[src/design/otg_power_pkg.sv]
package otg_power_pkg;

    // register bus geometry
    localparam int ADDR_W = 4;
    localparam int DATA_W = 8;

    // register offsets
    localparam logic [3:0] OFS_OTG_CTRL   = 4'h0;
    localparam logic [3:0] OFS_IF_CTRL    = 4'h1;
    localparam logic [3:0] OFS_STATUS     = 4'h2;
    localparam logic [3:0] OFS_IRQ_STATUS = 4'h3;
    localparam logic [3:0] OFS_IRQ_MASK   = 4'h4;

    // field positions
    localparam int OTG_DRIVE_BIT     = 5;
    localparam int OTG_DRIVE_EXT_BIT = 6;
    localparam int OTG_USE_EXT_BIT   = 7;
    localparam int IF_INVERT_BIT     = 5;
    localparam int IF_BYPASS_BIT     = 6;

    // values after reset
    localparam logic [7:0] OTG_CTRL_RESET = 8'h00;
    localparam logic [7:0] IF_CTRL_RESET  = 8'h00;
    localparam logic [7:0] IRQ_RESET      = 8'h00;

    // stages of each pin synchroniser
    localparam int SYNC_STAGES = 3;

    // otg control: bit 7 use indicator, 6 drive ext, 5 drive
    typedef struct packed {
        logic       use_ext_indicator;
        logic       drive_bus_power_ext;
        logic       drive_bus_power;
        logic [4:0] spare;
    } otg_ctrl_type;

    // interface control: bit 6 bypass, bit 5 invert
    typedef struct packed {
        logic       spare_hi;
        logic       indicator_bypass_qualify;
        logic       indicator_invert;
        logic [4:0] spare;
    } if_ctrl_type;

    // sticky event bits, same layout in the mask
    typedef struct packed {
        logic [4:0] spare;
        logic       ind_change;
        logic       valid_fall;
        logic       valid_rise;
    } irq_type;

endpackage

[src/design/otg_vbus_power_control.sv]
// Decided for this implementation: the address map and strobed register access.
`timescale 1ns/100ps

// Behaviour
// - supply enable is high when drive or drive-external control bit set
// - supply enable is active high; low keeps the external supply off
// - both drive bits clear at power-on reset, supply enable starts low
// - use-indicator clear: reported valid follows internal comparator only
// - use, bypass set, invert clear: reported valid equals indicator pin
// - use, bypass and invert set: reported valid is inverted indicator pin
// - use set, bypass clear: indicator, maybe inverted, ANDed with comparator
// - invert selection lives in interface control bit 5
// - bypass selection lives in interface control bit 6
// - indicator pin feeds reported valid only while otg control bit 7 is set
// - pin pull-down enabled while use-indicator is 0, off while 1
module otg_vbus_power_control (
    input  wire logic                                clk,
    input  wire logic                                resetn,
    input  wire logic                                clk_en,
    input  wire logic [otg_power_pkg::ADDR_W-1:0]    reg_addr,
    input  wire logic [otg_power_pkg::DATA_W-1:0]    reg_wdata,
    input  wire logic                                reg_wr,
    input  wire logic                                reg_rd,
    output logic      [otg_power_pkg::DATA_W-1:0]    reg_rdata,
    input  wire logic                                bus_power_valid_cmp,
    input  wire logic                                ext_indicator_pin,
    output logic                                     ext_supply_enable,
    output logic                                     ext_pulldown_enable,
    output logic                                     rxcmd_bus_power_valid,
    output logic                                     irq
);

    // synchroniser chains: index 0 comparator, index 1 indicator pin
    localparam int NSYNC = 2;

    logic [NSYNC-1:0]                         raw_in;
    logic [otg_power_pkg::SYNC_STAGES-1:0]    sync_reg  [NSYNC];
    logic [otg_power_pkg::SYNC_STAGES-1:0]    sync_next [NSYNC];
    logic                                     filt_reg  [NSYNC];
    logic                                     filt_next [NSYNC];

    otg_power_pkg::otg_ctrl_type              otg_reg;
    otg_power_pkg::otg_ctrl_type              otg_next;
    otg_power_pkg::if_ctrl_type               ifc_reg;
    otg_power_pkg::if_ctrl_type               ifc_next;
    otg_power_pkg::irq_type                   stat_reg;
    otg_power_pkg::irq_type                   stat_next;
    otg_power_pkg::irq_type                   mask_reg;
    otg_power_pkg::irq_type                   mask_next;

    logic                                     supply_reg;
    logic                                     supply_next;
    logic                                     pulldown_reg;
    logic                                     pulldown_next;
    logic                                     report_reg;
    logic                                     report_next;
    logic                                     irq_reg;
    logic                                     irq_next;
    logic [otg_power_pkg::DATA_W-1:0]         rdata_reg;
    logic [otg_power_pkg::DATA_W-1:0]         rdata_next;

    logic                                     cmp_filt;
    logic                                     ind_filt;
    logic                                     ind_polar;
    otg_power_pkg::irq_type                   events;
    otg_power_pkg::irq_type                   clear_bits;

    assign raw_in   = {ext_indicator_pin, bus_power_valid_cmp};
    assign cmp_filt = filt_reg[0];
    assign ind_filt = filt_reg[1];

    // three-stage chains; a change is taken once stages two and three agree
    generate
        for (genvar i = 0; i < NSYNC; i++) begin : g_sync
            always_comb begin
                sync_next[i] = {sync_reg[i][1:0], raw_in[i]};
                filt_next[i] = filt_reg[i];
                if (sync_reg[i][1] == sync_reg[i][2]) begin
                    filt_next[i] = sync_reg[i][2];
                end
            end

            always_ff @(posedge clk or negedge resetn) begin
                if (!resetn) begin
                    sync_reg[i] <= '0;
                    filt_reg[i] <= 1'b0;
                end else if (clk_en) begin
                    sync_reg[i] <= sync_next[i];
                    filt_reg[i] <= filt_next[i];
                end
            end
        end
    endgenerate

    // control registers written by the link
    always_comb begin
        otg_next  = otg_reg;
        ifc_next  = ifc_reg;
        mask_next = mask_reg;
        if (reg_wr) begin
            case (reg_addr)
                otg_power_pkg::OFS_OTG_CTRL: begin
                    otg_next = otg_power_pkg::otg_ctrl_type'(reg_wdata);
                end
                otg_power_pkg::OFS_IF_CTRL: begin
                    ifc_next = otg_power_pkg::if_ctrl_type'(reg_wdata);
                end
                otg_power_pkg::OFS_IRQ_MASK: begin
                    mask_next = otg_power_pkg::irq_type'(reg_wdata);
                end
                default: begin
                    otg_next = otg_reg; // status and unmapped writes ignored
                end
            endcase
        end
    end

    // drive bits come up clear so the external supply is off
    always_ff @(posedge clk or negedge resetn) begin
        if (!resetn) begin
            otg_reg  <= otg_power_pkg::otg_ctrl_type'(otg_power_pkg::OTG_CTRL_RESET);
            ifc_reg  <= otg_power_pkg::if_ctrl_type'(otg_power_pkg::IF_CTRL_RESET);
            mask_reg <= otg_power_pkg::irq_type'(otg_power_pkg::IRQ_RESET);
        end else if (clk_en) begin
            otg_reg  <= otg_next;
            ifc_reg  <= ifc_next;
            mask_reg <= mask_next;
        end
    end

    // supply enable, pull-down and the valid source selection
    always_comb begin
        supply_next   = otg_reg.drive_bus_power | otg_reg.drive_bus_power_ext;
        pulldown_next = ~otg_reg.use_ext_indicator;
        ind_polar     = ind_filt ^ ifc_reg.indicator_invert;
        if (!otg_reg.use_ext_indicator) begin
            report_next = cmp_filt;
        end else if (ifc_reg.indicator_bypass_qualify) begin
            report_next = ind_polar;
        end else begin
            // qualified mode is legal but discouraged for the link
            report_next = ind_polar & cmp_filt;
        end
    end

    // sticky events; a set in the clearing cycle wins over the clear
    always_comb begin
        events            = '0;
        events.valid_rise = report_next & ~report_reg;
        events.valid_fall = ~report_next & report_reg;
        events.ind_change = filt_next[1] ^ filt_reg[1];
        clear_bits        = '0;
        if (reg_wr && reg_addr == otg_power_pkg::OFS_IRQ_STATUS) begin
            clear_bits = otg_power_pkg::irq_type'(reg_wdata);
        end
        stat_next         = (stat_reg & ~clear_bits) | events;
        stat_next.spare   = '0;
        irq_next          = |(stat_next & mask_next);
    end

    // read data appear in the cycle after the read strobe only
    always_comb begin
        rdata_next = '0;
        if (reg_rd) begin
            case (reg_addr)
                otg_power_pkg::OFS_OTG_CTRL:   rdata_next = otg_reg;
                otg_power_pkg::OFS_IF_CTRL:    rdata_next = ifc_reg;
                otg_power_pkg::OFS_STATUS: begin
                    rdata_next = {4'h0, supply_reg, report_reg, ind_filt, cmp_filt};
                end
                otg_power_pkg::OFS_IRQ_STATUS: rdata_next = stat_reg;
                otg_power_pkg::OFS_IRQ_MASK:   rdata_next = mask_reg;
                default:                       rdata_next = '0;
            endcase
        end
    end

    // every output leaves from a flip-flop
    always_ff @(posedge clk or negedge resetn) begin
        if (!resetn) begin
            supply_reg   <= 1'b0;
            pulldown_reg <= 1'b1;
            report_reg   <= 1'b0;
            stat_reg     <= otg_power_pkg::irq_type'(otg_power_pkg::IRQ_RESET);
            irq_reg      <= 1'b0;
            rdata_reg    <= '0;
        end else if (clk_en) begin
            supply_reg   <= supply_next;
            pulldown_reg <= pulldown_next;
            report_reg   <= report_next;
            stat_reg     <= stat_next;
            irq_reg      <= irq_next;
            rdata_reg    <= rdata_next;
        end
    end

    assign ext_supply_enable     = supply_reg;
    assign ext_pulldown_enable   = pulldown_reg;
    assign rxcmd_bus_power_valid = report_reg;
    assign irq                   = irq_reg;
    assign reg_rdata             = rdata_reg;
endmodule

[config.mk]
export PLATFORM = sky130hd
export DESIGN_NAME = otg_vbus_power_control
export DESIGN_NICKNAME = d
export VERILOG_FILES = /design/src/design/otg_power_pkg.sv /design/src/design/otg_vbus_power_control.sv
export SDC_FILE = /design/constraint.sdc
export NUM_CORES = 1
export LEC_CHECK = 0
export ABC_AREA = 1
export BUFFER_PORTS_ARGS = -buffer_cell sky130_fd_sc_hd__buf_2
export CORE_MARGIN = 4
export CORE_UTILIZATION = 57
export DETAILED_ROUTE_END_ITERATION = 8
export PLACE_DENSITY = 0.79
export SYNTH_ARGS = -nofsm -noshare
export SYNTH_HDL_FRONTEND = slang
export SYNTH_SLANG_ARGS = --single-unit
[constraint.sdc]
create_clock -name clk -period 1.2 [get_ports clk]
set_input_delay 0.18 -clock clk [delete_from_list [all_inputs] [get_ports clk]]
set_output_delay 0.18 -clock clk [all_outputs]
set_load 0.02 [all_outputs]
======== Yosys cells after proc, flatten, opt, wreduce, memory -nomap -nowiden ========
Cells that the tools add are included.
word-level totals
  bits in registers ....................... 47
  input bits .............................. 19
  output and inout port bits .............. 12
operators by class
  equality and inequality tests ........... 6
  multiplexer cells ....................... 8
  bitwise gates (word level) .............. 13
  reduce and logical (&&, ||, !) cells .... 6
operators by type and width
  kind                                            number
  one-hot mux 8 bit (5 select lines)              1
  2-to-1 mux 8 bit                                3
  AND 3 x 8 -> 8 bit                              1
  == test 4 x 2 -> 1 bit (second input constant)  2
  OR reduction 8 bit                              1
  AND reduction 3 bit                             2
  == test 4 x 1 -> 1 bit (second input constant)  1
  == test 4 x 3 -> 1 bit (second input constant)  1
  zero test 4 bit                                 1
  AND 1 bit                                       3
  AND 3 bit                                       1
  2-to-1 mux 1 bit                                3
  2-to-1 mux 3 bit                                1
  NOT 1 bit                                       3
  NOT 3 bit                                       1
  OR 3 bit                                        1
  == test 1 bit                                   2
  AND reduction 2 bit                             1
  bitwise XOR 1 bit                               2
  logical AND 1 bit                               1
  OR 1 bit                                        1

======== Longest topological paths before layout ========
Gate-level depths: netlist of run 1.
  depth after elaboration ................. 9
  gate-level depth with buffers ........... 10

======== Worst setup path after synthesis of run 1 ========
Ideal clock, no wire load.
  path type ............................... register to register
  start point ............................. register filt_reg, in the netlist ind_filt
  end point ............................... register irq_reg (netlist: irq)
  arrival ................................. 0.930 ns
  required time ........................... 1.083 ns
  setup slack ............................. 0.153 ns
  stages on the path, launching flop included .. 11
  clock period less this slack ............ 1.047 ns
  cell sequence ........................... dfrtp_1 -> inv_1 -> nand2_1 -> nand3_1 -> nand2_1 -> nand2_1 -> nand2_1 -> nand2_1 -> nand2_1 -> nor2_1 -> nor2_1
between the ends
  cells in the longest elaborated chain, start to end .. 9
  elaborated cells on any way between the ends .. 12
ends and longest elaborated chain
  element                           line                           source
  start: declaration                otg_vbus_power_control.sv:39   logic filt_reg [NSYNC];
  start signal: indexed assignment  otg_vbus_power_control.sv:89   filt_reg[i] <= filt_next[i];
  bitwise XOR 1 bit                 otg_vbus_power_control.sv:135  ind_polar = ind_filt ^ ifc_reg.indicator_invert;
  AND 1 bit                         otg_vbus_power_control.sv:142  report_next = ind_polar & cmp_filt;
  2-to-1 mux 1 bit                  otg_vbus_power_control.sv:138  end else if (ifc_reg.indicator_bypass_qualify) begin
  2-to-1 mux 1 bit                  otg_vbus_power_control.sv:136  if (!otg_reg.use_ext_indicator) begin
  NOT 1 bit                         otg_vbus_power_control.sv:150  events.valid_fall = ~report_next & report_reg;
  AND 1 bit                         otg_vbus_power_control.sv:150
  OR 3 bit *                        otg_vbus_power_control.sv:156  stat_next = (stat_reg & ~clear_bits) | events;
  AND 3 x 8 -> 8 bit *              otg_vbus_power_control.sv:158  irq_next = |(stat_next & mask_next);
  OR reduction 8 bit *              otg_vbus_power_control.sv:158
  end signal: assignment            otg_vbus_power_control.sv:192  irq_reg <= irq_next;
  end: declaration                  otg_vbus_power_control.sv:57   logic irq_reg;
Every way passes the cells marked *; elsewhere a longest branch is shown, timed or not.
A chain may end at the register's enable or synchronous reset.

======== Final worst setup path of run 1 ========
Same ends and word-level chain as after synthesis.

==> flow_summary.toml, run 1 <==
[run_status]
status = "finished with violations"
violations = "negative setup slack"

[timing]
worst_pin_slew_ns = 0.367
tns_ns = -0.0110
whs_ns = 0.0766
rsz0062_at_grt = "yes"
final-setup-viol-count = 1
finalWorstSetupSlack_ns = -0.0110
drv_slew = 0
period_share_pct = 101
fmax_ghz = 0.826
final-hold-violation-count = 0
relSlewSlack_pct = 75.5
post-route-min-period_ns = 1.21
fin_skew_ns = 0.00451

[synth]
synth_area_per_cell_um2 = 8.41
postSynthCellCount = 275
synth_top_area_share_pct = 49.8
synth-simple-area-share_pct = 26.3
synth_sequential_area_ratio_pct = 50.9
yosysUniqueCellTypes = 29
syn_area_um2 = 2310
synthFlopType = "dfrtp_1"
synth.top_cells.by_count = "nand2_1, dfrtp_1, inv_1, o21ai_0, o21ai_2"
ys_async_sr_fraction_pct = 100
synth_edf_count = 0
synthAdderAreaFrac_pct = 0
yosys-mux-area-fraction_pct = 0
synth_area_leaders = "dfrtp_1, nand2_1, o21ai_2"
synth-compound-area-share_pct = 14.7
synth-xor-area-share_pct = 0
yosys.area.top_type = "dfrtp_1"
synth_most_common_cell = "nand2_1"
synth_warnings = 0
synth_top_family_by_area = "simple AND/OR/NAND/NOR gates"
synth_nets = 294
ys_ff_latch = 47

[die]
start_util_pct = 60.9
dieWidth_um = 71.7
die_h_um = 71.7
core_um2 = 3800
rows = 22
num_io_pins = 31
dieArea_um2 = 5140

[clock_network]
cts_buffers = 5
clockBufferDepth = 2
clk_pin_slew_ns = 0.08
clk_latency_ns = 0.30
cts_tree = "done"
cts_sinks = 47
cts-root-buf = "clkbuf_8"
htreeDepth = 2

[critical_path]
crit_path_start = "ind_filt$_DFFE_PN0P_"
worst_setup_path_start_kind = "flop"
cp.required_ns = 1.40
crit_slowest_cell = "dfrtp_1"
cpLargestDelayFamily = "simple AND/OR/NAND/NOR gates"
crit_buf_inv = 1
slowest_delay_ns = 0.44
crit_arrival_ns = 1.41
crit_fanout = 4
r2r-start = "ind_filt$_DFFE_PN0P_"
path_cells = "inv_2, nand2_2, nand3_2, nand2_2, nand2_1, nand2_1, nand2_1, nand2_1, nor2_1, nor2_1"
crit_path_frequent_cell = "nand2_1"
critPathKind = "flop to flop"
cp-end-kind = "flop"

[placed_design]
io_buffers = 30
dpl_worst_slack_ns = -0.0475
dp_cells = 358
place_congestion = 0.853
dpl.hpwl_mm = 3.73

[min_path]
hold_class = "input port to flop"
min-delay-start = "ext_indicator_pin"

[layout]
drive_gt1_share_pct = 28.0
multi_input_area_um2 = 963
fin_nets = 340
syn2layout_area_growth_pct = 18.8
fin_util_pct = 72.3
nFillCells = 301
seq_area_um2 = 1180
final_cells = 370
n_antenna_cell = 0

[global_routing]
gr-total-overflow = 0
grt_max_degree = 48
antenna_found_initial = 0
grt_pass1_vias = 1883
grt.total_usage_pct = 21.9
grt_pass1_wl_mm = 8.74

[job]
cap_violations = 0

[route]
viasPerCell = 5.24
first_iter_violations = 241
ant_nets = 0
drt_pass1_iterations = 5
drc = 0
wire_per_inst_um = 13.7
wirelength_mm = 5.06
vias = 1939

[power]
p_int_uw = 2800
powerDensity_nw_per_um2 = 1440
switching_share_pct = 29.1
switchingPower_uw = 1150
seqPwrFrac_pct = 50.6
worst_ir_drop_vdd_v = 0.00113
pwr-share-comb_pct = 19.4
power.share.clock_pct = 30.0
p_leak_uw = 0.00145
[layout by cell type, fill, tap and decap left out, types with 3 or more instances in the layout]
cell / Yosys / final
o21ai_0: 27 / 26
buf_2: 1 / 29
nand2_2: 1 / 3
o21ai_2: 16 / 16
dfrtp_1: 46 / 46
inv_1: 33 / 32
buf_4: 1 / 15
nand4_1: 7 / 7
nand3_1: 10 / 8
inv_2: 3 / 4
nand3_2: 2 / 4
nor2_1: 6 / 6
clkbuf_8: 0 / 6
o21ai_1: 5 / 6
nand2_1: 96 / 94
[power by group through the flow]
stage,clock network [uW],logic (uW),registers (uW)
floorplan,0,450,2010
global placement,0,703,2020
detailed placement,0,730,2020
CTS,1200,748,1990
global route,1280,893,2030
finish,1190,767,2000
[repair_timing]
item,4_1_cts,5_1_grt
hold endpoints to repair,46,0
hold buffers,1,0
buffers inserted,2,1
endpoints found under the setup margin,1,5
pin swaps,0,1
resized for setup,0,7
[cell families after synthesis]
kind of cell,after synthesis
buffers and inverters,44
AOI/OAI and AO/OA,54
DFF,47
and+or+nand+nor,130
[per-layer routing]
layer	GRT usage (%)	share of wire (%)	vias to the layer above
met5	0	0	-
met4	8.98	2.4	0
met3	5.47	5.2	11
met2	32.8	46	52
met1	30.5	46	906
li1	-	-	970
[path summary, 6_finish.rpt]
kind | to | slack [ns] | cells after the start
worst max-delay path | irq$_DFFE_PN0P_ | -0.01 | 10
worst min-delay path | sync_next[1]$_DFFE_PN0P_ | 0.08 | 3
worst max register to register | irq$_DFFE_PN0P_ | -0.01 | 10
worst min register to register | sync_next[1]$_DFFE_PN0P_ | 0.48 | 2
max in group asynchronous | ext_pulldown_enable$_DFFE_PN1P_ | 0.58 | 3
min in group asynchronous | reg_rdata[4]$_DFFE_PN0P_ | 0.37 | 3
[stage by stage]
step	area, um^2	power [uW]
CTS	2720	3940
global route	2750	4200
finish	2750	3950
floorplan	2310	2460
global placement	2580	2720
detailed placement	2580	2750
[worst min-delay path, delay by kind of cell]
kind / cells / cell delay, ns
buf+inv: 1 / 0.08
simple gates: 2 / 0.09
[layout make-up]
cell class	instances	area share [%]
inverters	37	5.15
repair buffers	46	10.5
multi-input cells	184	35.1
clock inverters	2	1.28
well taps	48	2.19
clock buffers	6	3.01
flip-flops and latches	47	42.9
(Power assumes the default switching activity.)
==> run 2, diff against run 1 <==
RECOVER_POWER = 50   (was default)
==> run 2 against run 1 <==
  * The run still ends with negative setup slack left
  * Critical path depth unchanged
  * Utilization decreased by 0.33 points
  * Clock power barely moved
  * Via count is 0.46% lower
  * First-iteration DRC count is 18% lower
  * Critical endpoint unchanged
  * Largest cell class unchanged
==> flow_summary.toml, run 2 (synthesis gave the netlist of run 1 again) <==
[run_status]
status = "finished with violations"
violations = "negative setup slack"

[timing]
worst_pin_slew_ns = 0.628
drv_slew = 0
relSlewSlack_pct = 58.1
final-hold-violation-count = 0
period_share_pct = 101
post-route-min-period_ns = 1.21
fmax_ghz = 0.828
rsz0062_at_grt = "yes"
whs_ns = 0.0751
tns_ns = -0.00831
final-setup-viol-count = 1
finalWorstSetupSlack_ns = -0.00831
fin_skew_ns = 0.00469

[critical_path]
cp.required_ns = 1.40
critPathKind = "flop to flop"
crit_fanout = 4
cp-end-kind = "flop"
crit_arrival_ns = 1.41
worst_setup_path_start_kind = "flop"

[min_path]
hold_class = "input port to flop"

[global_routing]
antenna_found_initial = 0
grt.total_usage_pct = 21.9
use_met1_pct = 30.5
gr-total-overflow = 0
grt_pass1_vias = 1883
grt_pass1_wl_mm = 8.74
grt_use_met3_pct = 5.47
grtUsageMet2_pct = 32.8
grt_max_degree = 48
grt-busiest-layer = "met2"

[route]
drc = 0
viasPerCell = 5.22
wire_per_inst_um = 13.6
vias = 1930
wirelength_mm = 5.05
drt_pass1_iterations = 5
first_iter_violations = 197
ant_nets = 0

[layout]
drive_gt1_share_pct = 28.0
n_antenna_cell = 0
syn2layout_area_growth_pct = 18.2
nFillCells = 303
final_common_cell = "nand2_1"
fin_nets = 340
fin_util_pct = 72.0
layout_common_cells = "nand2_1, dfrtp_1, inv_1, buf_2, o21ai_0"

[job]
cap_violations = 0

[die]
start_util_pct = 60.9
die_h_um = 71.7
dieWidth_um = 71.7
num_io_pins = 31
rows = 22
core_um2 = 3800
dieArea_um2 = 5140

[power]
total_power_uw = 3950
worst_ir_drop_vdd_v = 0.00113
p_leak_uw = 0.00144
powerDensity_nw_per_um2 = 1440

[placed_design]
dpl.hpwl_mm = 3.73
io_buffers = 30
place_congestion = 0.853

[clock_network]
clockBufferDepth = 2
clk_latency_ns = 0.30
htreeDepth = 2
cts-root-buf = "clkbuf_8"
cts_tree = "done"
cts_sinks = 47
cts_buffers = 5
clk_pin_slew_ns = 0.08
run 2: per-stage QoR:
step | setup WS (ns) | cell area [um^2] | cells
finish | -0.00831 | 2740 | 370
global route | -0.112 | 2740 | 370
CTS | 0.00253 | 2720 | 369
detailed placement | -0.0475 | 2580 | 358
global placement | -0.0345 | 2580 | 358
floorplan | 0.153 | 2310 | 275
run 2: critical path, stage by stage (launching register included):
cell and delay, ns:
dfrtp_1 0.44, inv_2 0.10, nand2_2 0.05, nand3_2 0.10, nand2_2 0.06, nand2_1 0.06, nand2_1 0.06, nand2_1 0.06
nand2_1 0.05, nor2_1 0.08, nor2_1 0.04
run 2: worst paths after layout:
path / start / to / slack (ns) / cells after the start
worst max-delay path: ind_filt$_DFFE_PN0P_ / irq$_DFFE_PN0P_ / -0.008 / 10
worst min-delay path: ext_indicator_pin / sync_next[1]$_DFFE_PN0P_ / 0.08 / 3
worst max register to register: ind_filt$_DFFE_PN0P_ / irq$_DFFE_PN0P_ / -0.008 / 10
worst min register to register: reg_rdata[1]$_DFFE_PN0P_ / reg_rdata[1]$_DFFE_PN0P_ / 0.48 / 2
max in group asynchronous: resetn / ifc_reg[0]$_DFFE_PN0P_ / 0.25 / 3
min in group asynchronous: resetn / reg_rdata[4]$_DFFE_PN0P_ / 0.53 / 3
run 2: timing repair:
action,in CTS,in global routing
endpoints found under the setup margin,1,5
endpoints found under the hold margin,46,0
pin swaps,0,1
resized for setup,0,7
hold buffers,1,0
buffers inserted,2,1
run 2: final cells by class:
type,instances,area [um^2],share of cell area [%]
flip-flops and latches,47,1180,43.0
repair buffers,46,275,10.1
well taps,48,60.1,2.20
clock inverters,2,35.0,1.28
inverters,37,141,5.17
clock buffers,6,82.6,3.02
multi-input cells,184,963,35.2
run 2: routing by layer:
layer  wire [um]  up-vias
li1            -      970
met1        2300      902
met2        2350       47
met3         282       11
met4         118        0
met5           0        -
run 2: power by group:
group          switching, uW  internal, uW  total [uW]
Combinational            461           300         761
Sequential               175          1820        2000
Clock                    514           674        1190
Total                   1150          2800        3950
==> run 3, diff against run 2 <==
SETUP_SLACK_MARGIN = 0.4   (was default)
==> run 3 against run 2 <==
  * The flow finishes with violations (design-rule violations, negative hold slack, negative setup slack)
  * Routed wire length is 100% higher
  * Cell count is 11% higher
  * Critical path depth is 1 lower
  * Count of clock-buffer cells in the layout is 1 higher
  * Maximum frequency is 17% lower
  * Design area is 32% higher
  * Register-to-register slack worse by 0.25 ns
  * Sequential power is 6% higher
  * First-iteration DRC count grew to 3.2 times the previous value
  * Utilization is 23 points higher
  * Die area stayed put
==> flow_summary.toml, run 3 (synthesis gave the netlist of run 1 again) <==
[run_status]
status = "finished with violations"
violations = "design-rule violations, negative hold slack, negative setup slack"

[layout]
n_antenna_cell = 0
nFillCells = 103
layout_common_cells = "nand2_1, dfrtp_1, buf_4, inv_1, o21ai_2"
drive_gt1_share_pct = 50.0
fin_nets = 382
syn2layout_area_growth_pct = 55.8
final_common_cell = "nand2_1"
fin_util_pct = 94.9

[global_routing]
gr-total-overflow = 0
grt_pass1_wl_mm = 10.9
antenna_found_initial = 0
grt_max_degree = 27
grt_pass1_vias = 2238
grt.total_usage_pct = 27.8

[clock_network]
htreeDepth = 2
clk_latency_ns = 0.31
cts_tree = "done"
cts_buffers = 5
cts_sinks = 47
clockBufferDepth = 2
clk_pin_slew_ns = 0.09
cts-root-buf = "clkbuf_8"

[power]
p_leak_uw = 0.00175
powerDensity_nw_per_um2 = 1280
total_power_uw = 4620
worst_ir_drop_vdd_v = 0.00109

[timing]
period_share_pct = 122
worst_pin_slew_ns = 0.956
fmax_ghz = 0.685
final-hold-violation-count = 15
post-route-min-period_ns = 1.46
final-setup-viol-count = 5
whs_ns = -0.0179
rsz0062_at_grt = "yes"
relSlewSlack_pct = 36.3
finalWorstSetupSlack_ns = -0.259
fin_skew_ns = 0.00575
tns_ns = -0.468
drv_slew = 0

[route]
first_iter_violations = 626
ant_nets = 0
wire_per_inst_um = 24.7
wirelength_mm = 10.2
drc = 1
vias = 2725
viasPerCell = 6.61
drt_pass1_iterations = 9

[critical_path]
cp.required_ns = 1.41
worst_setup_path_start_kind = "flop"
critPathKind = "flop to flop"
worstRegToRegCells = 9
r2r-start = "ifc_reg[5]$_DFFE_PN0P_"
rrSetupSlack_ns = -0.26
crit_arrival_ns = 1.66
cp-end-kind = "flop"
crit_fanout = 3
reg2reg_to = "irq$_DFFE_PN0P_"
crit_path_start = "ifc_reg[5]$_DFFE_PN0P_"

[die]
die_h_um = 71.7
dieArea_um2 = 5140
dieWidth_um = 71.7
core_um2 = 3800
num_io_pins = 31
rows = 22
start_util_pct = 60.9

[job]
cap_violations = 0

[placed_design]
dpl_worst_slack_ns = -0.0326
place_congestion = 0.897
io_buffers = 30
dpl.hpwl_mm = 3.93

[min_path]
hold_class = "input port to async pin"
## run 3: final cells by class
cell class	instances	area (um^2)	share of cell area (%)
Tap cell	48	60.1	1.67
Clock inverter	1	7.51	0.208
Timing Repair Buffer	84	788	21.9
Sequential cell	47	1180	32.7
Inverter	37	158	4.37
Timing Repair inverter	1	11.3	0.312
Multi-Input combinational cell	187	1310	36.2
Clock buffer	7	96.3	2.67
## run 3: worst max-delay path, stage by stage, from the launching register on
cell and delay [ns]:
dfrtp_1 0.50, inv_1 0.09, nand2_1 0.10, nand3_2 0.09
nand3_1 0.11, nand2_1 0.10, nand2_1 0.08, nand2_1 0.07
nor2_1 0.13, nor2_1 0.08
## run 3: through the flow
stage               std cells  instance area [um^2]
global placement          360                  2620
floorplan                 275                  2360
global route              412                  3600
detailed placement        360                  2620
CTS                       390                  3160
finish                    412                  3600
## run 3: metal layers
metal  GRT usage [%]  wire length [um]  up-vias
li1                -                 -     1064
met1            34.7              3420     1280
met2            46.6              4740      278
met3            5.33              1190      103
met4            12.5               822        0
met5               0                 0        -
## run 3: how the worst max path moves through the flow
stage	slack [ns]	to
final	-0.26	irq$_DFFE_PN0P_
after global routing	-0.32	irq$_DFFE_PN0P_
after CTS	0.04	irq$_DFFE_PN0P_
after detailed placement	-0.03	ifc_reg[0]$_DFFE_PN0P_
after global placement	-0.02	reg_rdata[4]$_DFFE_PN0P_
after floorplan	0.16	irq$_DFFE_PN0P_
## run 3: what timing repair did
action | CTS | global route
hold endpoints to repair | 15 | 15
buffers inserted | 18 | 22
endpoints found under the setup margin | 52 | 54
gates resized for setup | 72 | 78
cloned | 4 | 0
pin swaps | 16 | 32
## run 3: report_power, final
group          total, uW  internal (uW)  switching [uW]  leakage (uW)
clock network       1080            524             558     0.0000505
registers           2120           1830             290      0.000607
logic               1420            634             789       0.00109
total               4620           2980            1640       0.00175
